## src/sar_adc_pkg.sv

```systemverilog
package sar_adc_pkg;

   // Register byte offsets
   localparam logic [7:0] CTRL_OFF   = 8'h00;  // converter_control
   localparam logic [7:0] RESULT_OFF = 8'h04;  // conversion_result
   localparam logic [7:0] FLAG_OFF   = 8'h08;  // conversion_flag in bit 0
   localparam logic [7:0] IRQEN_OFF  = 8'h0C;  // conversion_irq_enable in bit 0

   // converter_control field positions
   localparam int CLK_SEL_LSB = 5;  // conv_clock_select [7:5]
   localparam int IN_SEL_LSB  = 2;  // input_select [4:2]
   localparam int BUSY_BIT    = 1;  // busy / start
   localparam int ON_BIT      = 0;  // converter_on

   // Reset values
   localparam logic [7:0] CTRL_RST   = 8'h00;
   localparam logic [7:0] RESULT_RST = 8'h00;

   // Input select codes
   localparam logic [2:0] CH_PIN2 = 3'h2;  // Highest analog pin code
   localparam logic [2:0] CH_TEMP = 3'h6;  // Temperature indicator
   localparam logic [2:0] CH_FREF = 3'h7;  // Fixed reference buffer

   // Clock select: low two bits both set picks the RC clock
   localparam logic [1:0] CLK_RC_LOW = 2'h3;

   // Conversion timing in half bit periods, RC start delay in core clocks
   localparam logic [4:0] HALF_TOTAL = 5'h13;  // 9.5 bit periods
   localparam logic [4:0] HALF_FIRST = 5'h05;  // First bit decided here
   localparam logic [1:0] INSTR_CYC  = 2'h3;   // 4 core clocks, minus one

   // AXI responses
   localparam logic [1:0] RESP_OKAY   = 2'h0;
   localparam logic [1:0] RESP_SLVERR = 2'h2;

   // Sequencer states
   typedef enum logic [2:0] {
      ST_IDLE  = 3'b001,
      ST_DELAY = 3'b010,
      ST_CONV  = 3'b100
   } state_type;

endpackage

```

## src/bit_period_gen.sv

```systemverilog
`timescale 1ns/100ps
module bit_period_gen #(
   parameter int CNT_W = 5  // Half-period counter width
) (
   // Clock and reset
   input  wire logic       core_clk,
   input  wire logic       reset_n,
   // Control
   input  wire logic       run,
   input  wire logic [2:0] clk_sel,
   input  wire logic       rc_clock,
   // Half bit period strobe
   output logic            half_tick
);

   // Divide by 64 needs a five-bit half-period counter
   if (CNT_W < 5) begin : g_cnt_w_check
      $error("CNT_W too small for divide by 64");
   end

   logic [CNT_W-1:0] cnt_q;     // Core clocks within a half period
   logic [CNT_W-1:0] cnt_d;
   logic             rc_prev_q; // Last RC clock level
   logic [CNT_W-1:0] last_cnt;  // Terminal count of the divider
   logic             use_rc;    // RC clock selected

   // Divider terminal count and half-period strobe
   always_comb begin
      use_rc   = (clk_sel[1:0] == sar_adc_pkg::CLK_RC_LOW);
      // Half period is 2^{sel[1:0],sel[2]} core clocks
      last_cnt = CNT_W'((32'h1 << {clk_sel[1:0], clk_sel[2]}) - 32'h1);
      cnt_d    = cnt_q;
      if (!run) begin
         cnt_d     = '0;
         half_tick = 1'b0;
      end else if (use_rc) begin
         // Each RC edge marks half a bit period
         half_tick = (rc_clock != rc_prev_q);
      end else begin
         half_tick = (cnt_q == last_cnt);
         cnt_d     = half_tick ? '0 : cnt_q + CNT_W'(1);
      end
   end

   // Register stage
   always_ff @(posedge core_clk or negedge reset_n) begin
      if (!reset_n) begin
         cnt_q     <= '0;
         rc_prev_q <= 1'b0;
      end else begin
         cnt_q     <= cnt_d;
         rc_prev_q <= rc_clock;
      end
   end

   div2_tick_a: assert property (@(posedge core_clk) disable iff (!reset_n)
      (run && clk_sel == 3'b000) [*2] |-> half_tick)
      else $error("divide by two must tick every core clock");

endmodule // bit_period_gen

```

## src/sar_adc_sequencer.sv

```systemverilog
// Operation
// - Eight-bit successive approximation result into result register
// - Input select picks one of five sources
// - Reference is always the supply voltage
// - Clock select gives divider ratio or RC clock
// - Conversion lasts nine and a half bit periods
// - Start only while converter is on
// - Completion clears busy, sets flag, loads result
// - Flag set regardless of interrupt enable
// - Only software clears the conversion flag
// - Enabled interrupt raised awake and asleep, wakes
// - Busy cleared mid-conversion stores filled partial result
// - Reset clears registers, stops converter and conversion
// - RC clock delays start by one instruction
// - Sleep aborts non-RC conversions, powers down converter
// - Sleep, interrupt off: power down after completion
// - Abort sets no flag; busy reads zero when off
// - Input select code map with reserved codes
`timescale 1ns/100ps
module sar_adc_sequencer (
   // Clock and reset
   input  wire logic        core_clk,
   input  wire logic        reset_n,
   // AXI4-Lite write address and data
   input  wire logic        s_axi_awvalid,
   output logic             s_axi_awready,
   input  wire logic [7:0]  s_axi_awaddr,
   input  wire logic        s_axi_wvalid,
   output logic             s_axi_wready,
   input  wire logic [31:0] s_axi_wdata,
   input  wire logic [3:0]  s_axi_wstrb,
   // AXI4-Lite write response
   output logic             s_axi_bvalid,
   input  wire logic        s_axi_bready,
   output logic [1:0]       s_axi_bresp,
   // AXI4-Lite read
   input  wire logic        s_axi_arvalid,
   output logic             s_axi_arready,
   input  wire logic [7:0]  s_axi_araddr,
   output logic             s_axi_rvalid,
   input  wire logic        s_axi_rready,
   output logic [31:0]      s_axi_rdata,
   output logic [1:0]       s_axi_rresp,
   // Device state
   input  wire logic        sleep_mode,
   input  wire logic        dedicated_rc_clock,
   // Analog side
   output logic [2:0]       channel_select,
   output logic             channel_connected,
   output logic             sample_hold,
   output logic [7:0]       dac_code,
   input  wire logic        comparator_high,
   output logic             converter_powered,
   // Interrupt request and wake
   output logic             conversion_irq,
   output logic             wake_request
);

   // AXI state
   logic        aw_full_q, aw_full_d;   // Write address held
   logic [7:0]  awaddr_q, awaddr_d;     // Held write address
   logic        w_full_q, w_full_d;     // Write data held
   logic [31:0] wdata_q, wdata_d;       // Held write data
   logic        wstrb0_q, wstrb0_d;     // Low byte lane enabled
   logic        bvalid_q, bvalid_d;     // Write response pending
   logic [1:0]  bresp_q, bresp_d;
   logic        rvalid_q, rvalid_d;     // Read data pending
   logic [31:0] rdata_q, rdata_d;
   logic [1:0]  rresp_q, rresp_d;
   logic        do_write;               // Both halves present
   logic        write_hit;              // Write maps to a register

   // Converter state
   sar_adc_pkg::state_type state_q, state_d;
   logic [2:0]  clk_sel_q, clk_sel_d;   // conv_clock_select
   logic [2:0]  in_sel_q, in_sel_d;     // input_select
   logic        on_q, on_d;             // converter_on
   logic        busy_q, busy_d;         // busy / start
   logic [7:0]  result_q, result_d;     // conversion_result
   logic        flag_q, flag_d;         // conversion_flag
   logic        irq_en_q, irq_en_d;     // conversion_irq_enable
   logic [7:0]  sar_q, sar_d;           // Decided bits
   logic [7:0]  mask_q, mask_d;         // Which bits are decided
   logic        last_q, last_d;         // Last decided bit value
   logic [2:0]  bit_ptr_q, bit_ptr_d;   // Bit under trial
   logic [4:0]  half_cnt_q, half_cnt_d; // Half bit periods elapsed
   logic [1:0]  dly_q, dly_d;           // RC start delay count
   logic [7:0]  dac_q, dac_d;
   logic        conn_q, conn_d;
   logic        power_q, power_d;
   logic        irq_q, irq_d;
   logic        wake_q, wake_d;

   // Helpers
   logic        half_tick;              // Half bit period strobe
   logic        use_rc;                 // RC clock selected
   logic [4:0]  half_next;              // Half count after this tick
   logic        decide;                 // A bit is decided now
   logic        complete;               // Normal completion now
   logic        sw_abort;               // Busy cleared mid-conversion
   logic [7:0]  new_ctrl;               // Written control byte
   logic [7:0]  final_code;             // Result at completion

   assign use_rc = (clk_sel_q[1:0] == sar_adc_pkg::CLK_RC_LOW);

   // Bit period timing source
   bit_period_gen #(.CNT_W(5)) u_bit_period (
      .core_clk  (core_clk),
      .reset_n   (reset_n),
      .run       (state_q == sar_adc_pkg::ST_CONV),
      .clk_sel   (clk_sel_q),
      .rc_clock  (dedicated_rc_clock),
      .half_tick (half_tick)
   );

   // Handshakes straight from held state
   assign s_axi_awready = !aw_full_q && !bvalid_q;
   assign s_axi_wready  = !w_full_q && !bvalid_q;
   assign s_axi_arready = !rvalid_q;
   assign s_axi_bvalid  = bvalid_q;
   assign s_axi_bresp   = bresp_q;
   assign s_axi_rvalid  = rvalid_q;
   assign s_axi_rdata   = rdata_q;
   assign s_axi_rresp   = rresp_q;

   // AXI slave: capture halves in any order, answer reads in one cycle
   always_comb begin
      aw_full_d = aw_full_q;
      awaddr_d  = awaddr_q;
      w_full_d  = w_full_q;
      wdata_d   = wdata_q;
      wstrb0_d  = wstrb0_q;
      bvalid_d  = bvalid_q;
      bresp_d   = bresp_q;
      rvalid_d  = rvalid_q;
      rdata_d   = rdata_q;
      rresp_d   = rresp_q;
      do_write  = aw_full_q && w_full_q;
      // Address decode of the held write
      if (awaddr_q == sar_adc_pkg::CTRL_OFF) begin
         write_hit = 1'b1;
      end else if (awaddr_q == sar_adc_pkg::RESULT_OFF) begin
         write_hit = 1'b1;
      end else if (awaddr_q == sar_adc_pkg::FLAG_OFF) begin
         write_hit = 1'b1;
      end else if (awaddr_q == sar_adc_pkg::IRQEN_OFF) begin
         write_hit = 1'b1;
      end else begin
         write_hit = 1'b0;
      end
      if (s_axi_awvalid && s_axi_awready) begin
         aw_full_d = 1'b1;
         awaddr_d  = s_axi_awaddr;
      end
      if (s_axi_wvalid && s_axi_wready) begin
         w_full_d = 1'b1;
         wdata_d  = s_axi_wdata;
         wstrb0_d = s_axi_wstrb[0];
      end
      // Response follows both halves
      if (do_write) begin
         aw_full_d = 1'b0;
         w_full_d  = 1'b0;
         bvalid_d  = 1'b1;
         bresp_d   = write_hit ? sar_adc_pkg::RESP_OKAY : sar_adc_pkg::RESP_SLVERR;
      end else if (bvalid_q && s_axi_bready) begin
         bvalid_d = 1'b0;
      end
      // Read decode, narrow data in low bits
      if (s_axi_arvalid && s_axi_arready) begin
         rvalid_d = 1'b1;
         rresp_d  = sar_adc_pkg::RESP_OKAY;
         if (s_axi_araddr == sar_adc_pkg::CTRL_OFF) begin
            rdata_d = {24'h000000, clk_sel_q, in_sel_q, busy_q, on_q};
         end else if (s_axi_araddr == sar_adc_pkg::RESULT_OFF) begin
            rdata_d = {24'h000000, result_q};
         end else if (s_axi_araddr == sar_adc_pkg::FLAG_OFF) begin
            rdata_d = {31'h00000000, flag_q};
         end else if (s_axi_araddr == sar_adc_pkg::IRQEN_OFF) begin
            rdata_d = {31'h00000000, irq_en_q};
         end else begin
            rdata_d = 32'h00000000;
            rresp_d = sar_adc_pkg::RESP_SLVERR;
         end
      end else if (rvalid_q && s_axi_rready) begin
         rvalid_d = 1'b0;
      end
   end

   // Converter registers and successive approximation sequencer
   always_comb begin
      state_d    = state_q;
      clk_sel_d  = clk_sel_q;
      in_sel_d   = in_sel_q;
      on_d       = on_q;
      busy_d     = busy_q;
      result_d   = result_q;
      flag_d     = flag_q;
      irq_en_d   = irq_en_q;
      sar_d      = sar_q;
      mask_d     = mask_q;
      last_d     = last_q;
      bit_ptr_d  = bit_ptr_q;
      half_cnt_d = half_cnt_q;
      dly_d      = dly_q;
      half_next  = half_cnt_q + 5'h01;
      decide     = 1'b0;
      complete   = 1'b0;
      sw_abort   = 1'b0;
      new_ctrl   = wdata_q[7:0];
      final_code = sar_q | (comparator_high ? (8'h01 << bit_ptr_q) : 8'h00);

      // Hardware progress of the conversion
      case (state_q)
         sar_adc_pkg::ST_DELAY: begin
            // One instruction cycle before an RC conversion starts
            dly_d = dly_q + 2'h1;
            if (dly_q == sar_adc_pkg::INSTR_CYC) begin
               state_d = sar_adc_pkg::ST_CONV;
            end
         end
         sar_adc_pkg::ST_CONV: begin
            if (half_tick) begin
               half_cnt_d = half_next;
               // One decision per bit period after the first two
               decide = (half_next >= sar_adc_pkg::HALF_FIRST) && half_next[0];
            end
            if (decide) begin
               // Compare supply-scaled trial code, MSB first
               sar_d     = final_code;
               mask_d    = mask_q | (8'h01 << bit_ptr_q);
               last_d    = comparator_high;
               bit_ptr_d = bit_ptr_q - 3'h1;
            end
            if (decide && half_next == sar_adc_pkg::HALF_TOTAL) begin
               // Normal end after 9.5 bit periods
               complete = 1'b1;
               result_d = final_code;
               busy_d   = 1'b0;
               state_d  = sar_adc_pkg::ST_IDLE;
            end
         end
         default: begin
            dly_d = 2'h0;
         end
      endcase

      // Software writes, low byte lane only
      if (do_write && wstrb0_q) begin
         if (awaddr_q == sar_adc_pkg::CTRL_OFF) begin
            clk_sel_d = new_ctrl[sar_adc_pkg::CLK_SEL_LSB +: 3];
            in_sel_d  = new_ctrl[sar_adc_pkg::IN_SEL_LSB +: 3];
            on_d      = new_ctrl[sar_adc_pkg::ON_BIT];
            if (!new_ctrl[sar_adc_pkg::ON_BIT]) begin
               // Off: abandon conversion, busy reads zero
               busy_d  = 1'b0;
               state_d = sar_adc_pkg::ST_IDLE;
            end else if (new_ctrl[sar_adc_pkg::BUSY_BIT]) begin
               // Start only if already on before this write
               if (on_q && state_q == sar_adc_pkg::ST_IDLE && !complete) begin
                  busy_d     = 1'b1;
                  sar_d      = 8'h00;
                  mask_d     = 8'h00;
                  last_d     = 1'b0;
                  bit_ptr_d  = 3'h7;
                  half_cnt_d = 5'h00;
                  dly_d      = 2'h0;
                  state_d    = (new_ctrl[6:5] == sar_adc_pkg::CLK_RC_LOW) ?
                               sar_adc_pkg::ST_DELAY : sar_adc_pkg::ST_CONV;
               end
            end else if (busy_q && !complete) begin
               // Abort: fill undecided bits with the last decision
               sw_abort = 1'b1;
               busy_d   = 1'b0;
               state_d  = sar_adc_pkg::ST_IDLE;
               result_d = (sar_q & mask_q) | (last_q ? ~mask_q : 8'h00);
            end
         end else if (awaddr_q == sar_adc_pkg::RESULT_OFF) begin
            result_d = new_ctrl;
         end else if (awaddr_q == sar_adc_pkg::FLAG_OFF) begin
            flag_d = new_ctrl[0];
         end else if (awaddr_q == sar_adc_pkg::IRQEN_OFF) begin
            irq_en_d = new_ctrl[0];
         end
      end

      // Sleep without the RC clock kills the conversion, keeps on bit
      if (sleep_mode && !use_rc && state_q != sar_adc_pkg::ST_IDLE) begin
         busy_d  = 1'b0;
         state_d = sar_adc_pkg::ST_IDLE;
      end

      // Completion sets the flag over a same-cycle clear
      if (complete) begin
         flag_d = 1'b1;
      end

      // Trial code presented to the comparator
      dac_d = (state_d == sar_adc_pkg::ST_CONV) ? (sar_d | (8'h01 << bit_ptr_d)) : sar_d;
      // Codes 3 to 5 connect nothing
      conn_d = (in_sel_d <= sar_adc_pkg::CH_PIN2) || (in_sel_d == sar_adc_pkg::CH_TEMP) ||
               (in_sel_d == sar_adc_pkg::CH_FREF);
      // Power down in sleep unless an RC conversion runs or may wake
      power_d = on_d && !(sleep_mode && (!use_rc || (!irq_en_d && !busy_d)));
      // Interrupt gated by enable, wakes from sleep
      irq_d  = flag_d && irq_en_d;
      wake_d = irq_d && sleep_mode;
   end

   // Register stage, reset restores every register
   always_ff @(posedge core_clk or negedge reset_n) begin
      if (!reset_n) begin
         aw_full_q  <= 1'b0;
         awaddr_q   <= 8'h00;
         w_full_q   <= 1'b0;
         wdata_q    <= 32'h00000000;
         wstrb0_q   <= 1'b0;
         bvalid_q   <= 1'b0;
         bresp_q    <= sar_adc_pkg::RESP_OKAY;
         rvalid_q   <= 1'b0;
         rdata_q    <= 32'h00000000;
         rresp_q    <= sar_adc_pkg::RESP_OKAY;
         state_q    <= sar_adc_pkg::ST_IDLE;
         clk_sel_q  <= sar_adc_pkg::CTRL_RST[7:5];
         in_sel_q   <= sar_adc_pkg::CTRL_RST[4:2];
         busy_q     <= sar_adc_pkg::CTRL_RST[1];
         on_q       <= sar_adc_pkg::CTRL_RST[0];
         result_q   <= sar_adc_pkg::RESULT_RST;
         flag_q     <= 1'b0;
         irq_en_q   <= 1'b0;
         sar_q      <= 8'h00;
         mask_q     <= 8'h00;
         last_q     <= 1'b0;
         bit_ptr_q  <= 3'h7;
         half_cnt_q <= 5'h00;
         dly_q      <= 2'h0;
         dac_q      <= 8'h00;
         conn_q     <= 1'b1;
         power_q    <= 1'b0;
         irq_q      <= 1'b0;
         wake_q     <= 1'b0;
      end else begin
         aw_full_q  <= aw_full_d;
         awaddr_q   <= awaddr_d;
         w_full_q   <= w_full_d;
         wdata_q    <= wdata_d;
         wstrb0_q   <= wstrb0_d;
         bvalid_q   <= bvalid_d;
         bresp_q    <= bresp_d;
         rvalid_q   <= rvalid_d;
         rdata_q    <= rdata_d;
         rresp_q    <= rresp_d;
         state_q    <= state_d;
         clk_sel_q  <= clk_sel_d;
         in_sel_q   <= in_sel_d;
         busy_q     <= busy_d;
         on_q       <= on_d;
         result_q   <= result_d;
         flag_q     <= flag_d;
         irq_en_q   <= irq_en_d;
         sar_q      <= sar_d;
         mask_q     <= mask_d;
         last_q     <= last_d;
         bit_ptr_q  <= bit_ptr_d;
         half_cnt_q <= half_cnt_d;
         dly_q      <= dly_d;
         dac_q      <= dac_d;
         conn_q     <= conn_d;
         power_q    <= power_d;
         irq_q      <= irq_d;
         wake_q     <= wake_d;
      end
   end

   // Analog and interrupt outputs
   assign channel_select    = in_sel_q;
   assign channel_connected = conn_q;
   assign sample_hold       = (state_q == sar_adc_pkg::ST_CONV);
   assign dac_code          = dac_q;
   assign converter_powered = power_q;
   assign conversion_irq    = irq_q;
   assign wake_request      = wake_q;

   // Checks
   busy_when_off_a: assert property (@(posedge core_clk) disable iff (!reset_n)
      !on_q |-> !busy_q && state_q == sar_adc_pkg::ST_IDLE)
      else $error("busy set while converter off");
   done_flag_a: assert property (@(posedge core_clk) disable iff (!reset_n)
      complete |=> flag_q && !busy_q && result_q == $past(final_code))
      else $error("completion did not set flag and result");
   flag_sticky_a: assert property (@(posedge core_clk) disable iff (!reset_n)
      flag_q && !(do_write && wstrb0_q && awaddr_q == sar_adc_pkg::FLAG_OFF) |=> flag_q)
      else $error("flag cleared by hardware");
   abort_no_flag_a: assert property (@(posedge core_clk) disable iff (!reset_n)
      sw_abort && !flag_q |=> !flag_q && !busy_q)
      else $error("abort set the flag");
   rc_delay_a: assert property (@(posedge core_clk) disable iff (!reset_n)
      $rose(state_q == sar_adc_pkg::ST_DELAY) && on_q && !sleep_mode
      |-> (state_q == sar_adc_pkg::ST_DELAY) [*4] ##1 (state_q != sar_adc_pkg::ST_DELAY))
      else $error("RC start delay not four clocks");
   sleep_abort_a: assert property (@(posedge core_clk) disable iff (!reset_n)
      sleep_mode && !use_rc && busy_q && !do_write |=> !busy_q && on_q ##1 !power_q)
      else $error("sleep did not abort conversion");
   start_needs_on_a: assert property (@(posedge core_clk) disable iff (!reset_n)
      state_q == sar_adc_pkg::ST_IDLE && !on_q |=> state_q == sar_adc_pkg::ST_IDLE)
      else $error("conversion started while off");
   irq_gate_a: assert property (@(posedge core_clk) disable iff (!reset_n)
      flag_q && irq_en_q |-> irq_q && wake_q == $past(sleep_mode))
      else $error("interrupt request not raised");
   conv_len_a: assert property (@(posedge core_clk) disable iff (!reset_n)
      complete |-> half_cnt_q == sar_adc_pkg::HALF_TOTAL - 5'h01 && bit_ptr_q == 3'h0)
      else $error("conversion length wrong");

   normal_done_c: cover property (@(posedge core_clk) disable iff (!reset_n) complete);
   sw_abort_c: cover property (@(posedge core_clk) disable iff (!reset_n) sw_abort);
   rc_sleep_done_c: cover property (@(posedge core_clk) disable iff (!reset_n)
      complete && use_rc && sleep_mode);

endmodule // sar_adc_sequencer

```

## config.mk

```make
export PLATFORM = sky130hd
export DESIGN_NAME = sar_adc_sequencer
export DESIGN_NICKNAME = d
export VERILOG_FILES = /design/src/sar_adc_pkg.sv /design/src/bit_period_gen.sv /design/src/sar_adc_sequencer.sv
export SDC_FILE = /design/constraint.sdc
export NUM_CORES = 1
export LEC_CHECK = 0
export BUFFER_PORTS_ARGS = -buffer_cell sky130_fd_sc_hd__buf_2
export CAP_MARGIN = 20
export CORE_MARGIN = 5
export CORE_UTILIZATION = 54
export DETAILED_ROUTE_END_ITERATION = 10
export PLACE_DENSITY = 0.8
export SLEW_MARGIN = 20
export SYNTH_ARGS = -nofsm -noshare
export SYNTH_HDL_FRONTEND = slang
export SYNTH_SLANG_ARGS = --single-unit
```

## constraint.sdc

```tcl
create_clock -name core_clk -period 3 [get_ports core_clk]
set_clock_uncertainty 0.15 [all_clocks]
set_input_delay 0.45 -clock core_clk [delete_from_list [all_inputs] [get_ports core_clk]]
set_output_delay 0.45 -clock core_clk [all_outputs]
set_load 0.01 [all_outputs]
```

==> flow_metrics.tcl <==
set metrics [dict create \
    p_leak_uw 0.00271 \
    drc_errors 0 \
    rsz0062_at_grt "false" \
    synth_edf_count 0 \
    syn_area_um2 5040 \
    htree_levels 3 \
    grt_most_used_layer "met2" \
    cts_tree "built" \
    powerDensity_nw_per_um2 570 \
    layout.nets 644 \
    grt_max_degree 85 \
    antenna_found_initial 0 \
    slowest_delay_ns 0.56 \
    comb_power_share_pct 19.3 \
    fillers 769 \
    start_util_pct 55.1 \
    post-route-min-period_ns 2.85 \
    io_pins 119 \
    power.internal_uw 2240 \
    routed_via_density 5.79 \
    synth-compound-area-share_pct 14.5 \
    utilization_pct 62.2 \
    met3_usage_pct 4.46 \
    finalSetupTns_ns 0 \
    power_uw 3250 \
    wl_per_cell_um 16.6 \
    worst_setup_path_start_kind "flip-flop" \
    slew_violations 0 \
    ctsHoldBuffers 0 \
    n_antenna_cell 0 \
    yosysTopAreaCell "dfrtp_1" \
    syn_inst 499 \
    worstSetupEndpointType "flip-flop" \
    finalWirelength_mm 11.4 \
    drive_above_1_share_pct 25.5 \
    grt_util_met1_pct 27.0 \
    min-delay-path-class "input pin to async pin" \
    worst_hold_slack_ns -0.0723 \
    syn_avg_cell_area_um2 10.1 \
    seqPwrFrac_pct 52.2 \
    slowest_stage "or4_4" \
    yosys_register_bits 97 \
    ys_warn_count 0 \
    grt_pass1_wl_mm 19.1 \
    slew_headroom_pct 48.5 \
    synth_area_leaders "dfrtp_1 (46%), mux2_2 (5.6%), buf_4 (4.0%)" \
    port_buffers 65 \
    status "finished, violations left" \
    peakVddDrop_mv 0.403 \
    grt_pass1_vias 3879 \
    synthMuxAreaShare_pct 9.60 \
    yosysSeqAreaShare_pct 48.2 \
    violations "negative hold slack" \
    grt_use_total_pct 20.9 \
    core_um2 9150 \
    synth_top_family_by_area "simple AND/OR/NAND/NOR gates" \
    drt_iter0_markers 273 \
    clk_latency_ns 0.37 \
    ys_types 70 \
    cts_setup_buffers 0 \
    grt_overflow 0 \
    path_cells "or4_4 -> or4b_4 -> o31ai_2 -> and2_1 -> a22o_1 -> nor4_4 -> buf_4 -> a31o_1" \
    die_h_um 107 \
    cts_sinks 97 \
    vias 3985 \
    synth_flop_cell "dfrtp_1" \
    async_reset_ff_share_pct 100 \
    worst_pin_slew_ns 0.772 \
    synth_fa_ha_area_share_pct 2.48 \
    mostFrequentLayoutCell "dfrtp_1" \
    cts_buffer_depth 2 \
    switching_share_pct 30.9 \
    register_area_um2 2440 \
    switchingPower_uw 1000 \
    synth-simple-area-share_pct 16.1 \
    setup_viol_count_final 0 \
    arrival_ns 2.96 \
    die_w_um 107 \
    drt-pass1-iter-count 5 \
    dieArea_um2 11400 \
    p_clk_share_pct 28.4 \
    hold_viol_final 33 \
    yosysTopAreaCellShare_pct 45.6 \
    path_class "flip-flop to flip-flop" \
    path_max_fanout 4 \
    fin_crit_sh_pct 94.8 \
    max_cap_violations 0 \
    area_delta_synth_final_pct 12.8 \
    cts_made_buffers 9 \
    cts_root_buffer "clkbuf_8" \
    gp_congestion 0.902 \
    core.rowCount 35 \
    dp_hpwl_mm 8.52 \
    yosys.area_share.xor_xnor_pct 1.91 \
    final_cell_mix "dfrtp_1 (90), buf_2 (64), nor2_1 (48)" \
    multiInputGateArea_um2 2360 \
    grt_use_met2_pct 35.9 \
    ctsResizeCount 0 \
    path_clk_slew_ns 0.10 \
    ant_nets 0 \
    fmax_mhz 351 \
    required_ns 3.12 \
]
-- metrics by stage --
step	cell area [um^2]	cells	setup slack (ns)
6_report	5690	688	0.155
5_1_grt	5690	688	0.0000577
4_1_cts	5680	688	0.122
3_5_place_dp	5460	672	0.142
3_3_place_gp	5460	672	0.193
2_1_floorplan	5140	524	0.304
-- metal layers --
layer	vias up	share of wire, %
li1	1864	-
met1	1973	43
met2	131	50
met3	17	6.1
met4	0	1.3
met5	-	0
-- critical path: cells and delay by family (launching register included) --
family | cells | cell delay, ns
simple gates | 4 | 1.36
compound gates | 3 | 0.67
flops | 1 | 0.39
buf+inv | 1 | 0.17
-- registers in the layout, summed over array words and instances (netlist names), 2 cells and up --
signal / flops
sar_q: 8
state_q: 3
wdata_q: 8
result_q: 8
u_bit_period.cnt_q: 5
dly_q: 2
bit_ptr_q: 3
dac_code: 8
awaddr_q: 8
s_axi_rdata: 8
channel_select: 3
half_cnt_q: 5
clk_sel_q: 3
mask_q: 8
-- cell usage after synthesis, types with 5 or more instances --
master and instances:
dfrtp_1 92, nor2_1 48, nand2_1 39, buf_4 27, mux2_2 25, a21oi_1 22, o21ai_0 22, mux2i_1 18
inv_1 17, a31oi_1 16, clkbuf_1 13, nand3_1 11, ha_1 10, nor3_1 8, o21ai_1 8, and2_1 7
nor2b_1 7, xor2_1 7, nand2b_1 6, dfstp_2 5
-- path summary, 6_finish.rpt --
kind                               startpoint                endpoint  slack [ns]  cells after the start
setup / recovery                  awaddr_q[5]             dac_code[7]        0.15                      8
hold / removal                        reset_n             awaddr_q[6]       -0.07                      1
setup reg to reg                  awaddr_q[5]             dac_code[7]        0.15                      8
hold reg to reg                s_axi_rdata[1]          s_axi_rdata[1]        0.33                      2
max in group asynchronous             reset_n            bit_ptr_q[2]        2.04                      2
min in group core_clk      dedicated_rc_clock  u_bit_period.rc_prev_q        0.06                      1
-- layout make-up --
type / count / share of cell area, %
Clock buffer: 11 / 2.66
Inverter: 18 / 1.19
Tap cell: 111 / 2.44
Multi-Input combinational cell: 362 / 41.4
Timing Repair Buffer: 84 / 8.33
Clock inverter: 5 / 1.19
Sequential cell: 97 / 42.8
-- cells by family (layout without fill, tap and decap cells) --
| family | Yosys count | count (layout) |
|---|---|---|
| simple gates | 158 | 158 |
| compound gates | 113 | 113 |
| flops | 97 | 97 |
| buf+inv | 65 | 118 |
| mux | 44 | 44 |
| xor+xnor | 11 | 11 |
| fa+ha+maj | 10 | 10 |
| other cells | 1 | 26 |
-- power by group through the flow --
stage / registers (uW) / logic (uW) / clock network [uW]
after floorplan: 1630 / 496 / 0
after global placement: 1710 / 600 / 0
after detailed placement: 1720 / 628 / 0
after CTS: 1690 / 630 / 938
after global routing: 1730 / 694 / 996
final: 1700 / 627 / 924
Note: power is estimated with default switching activity, not from simulation.
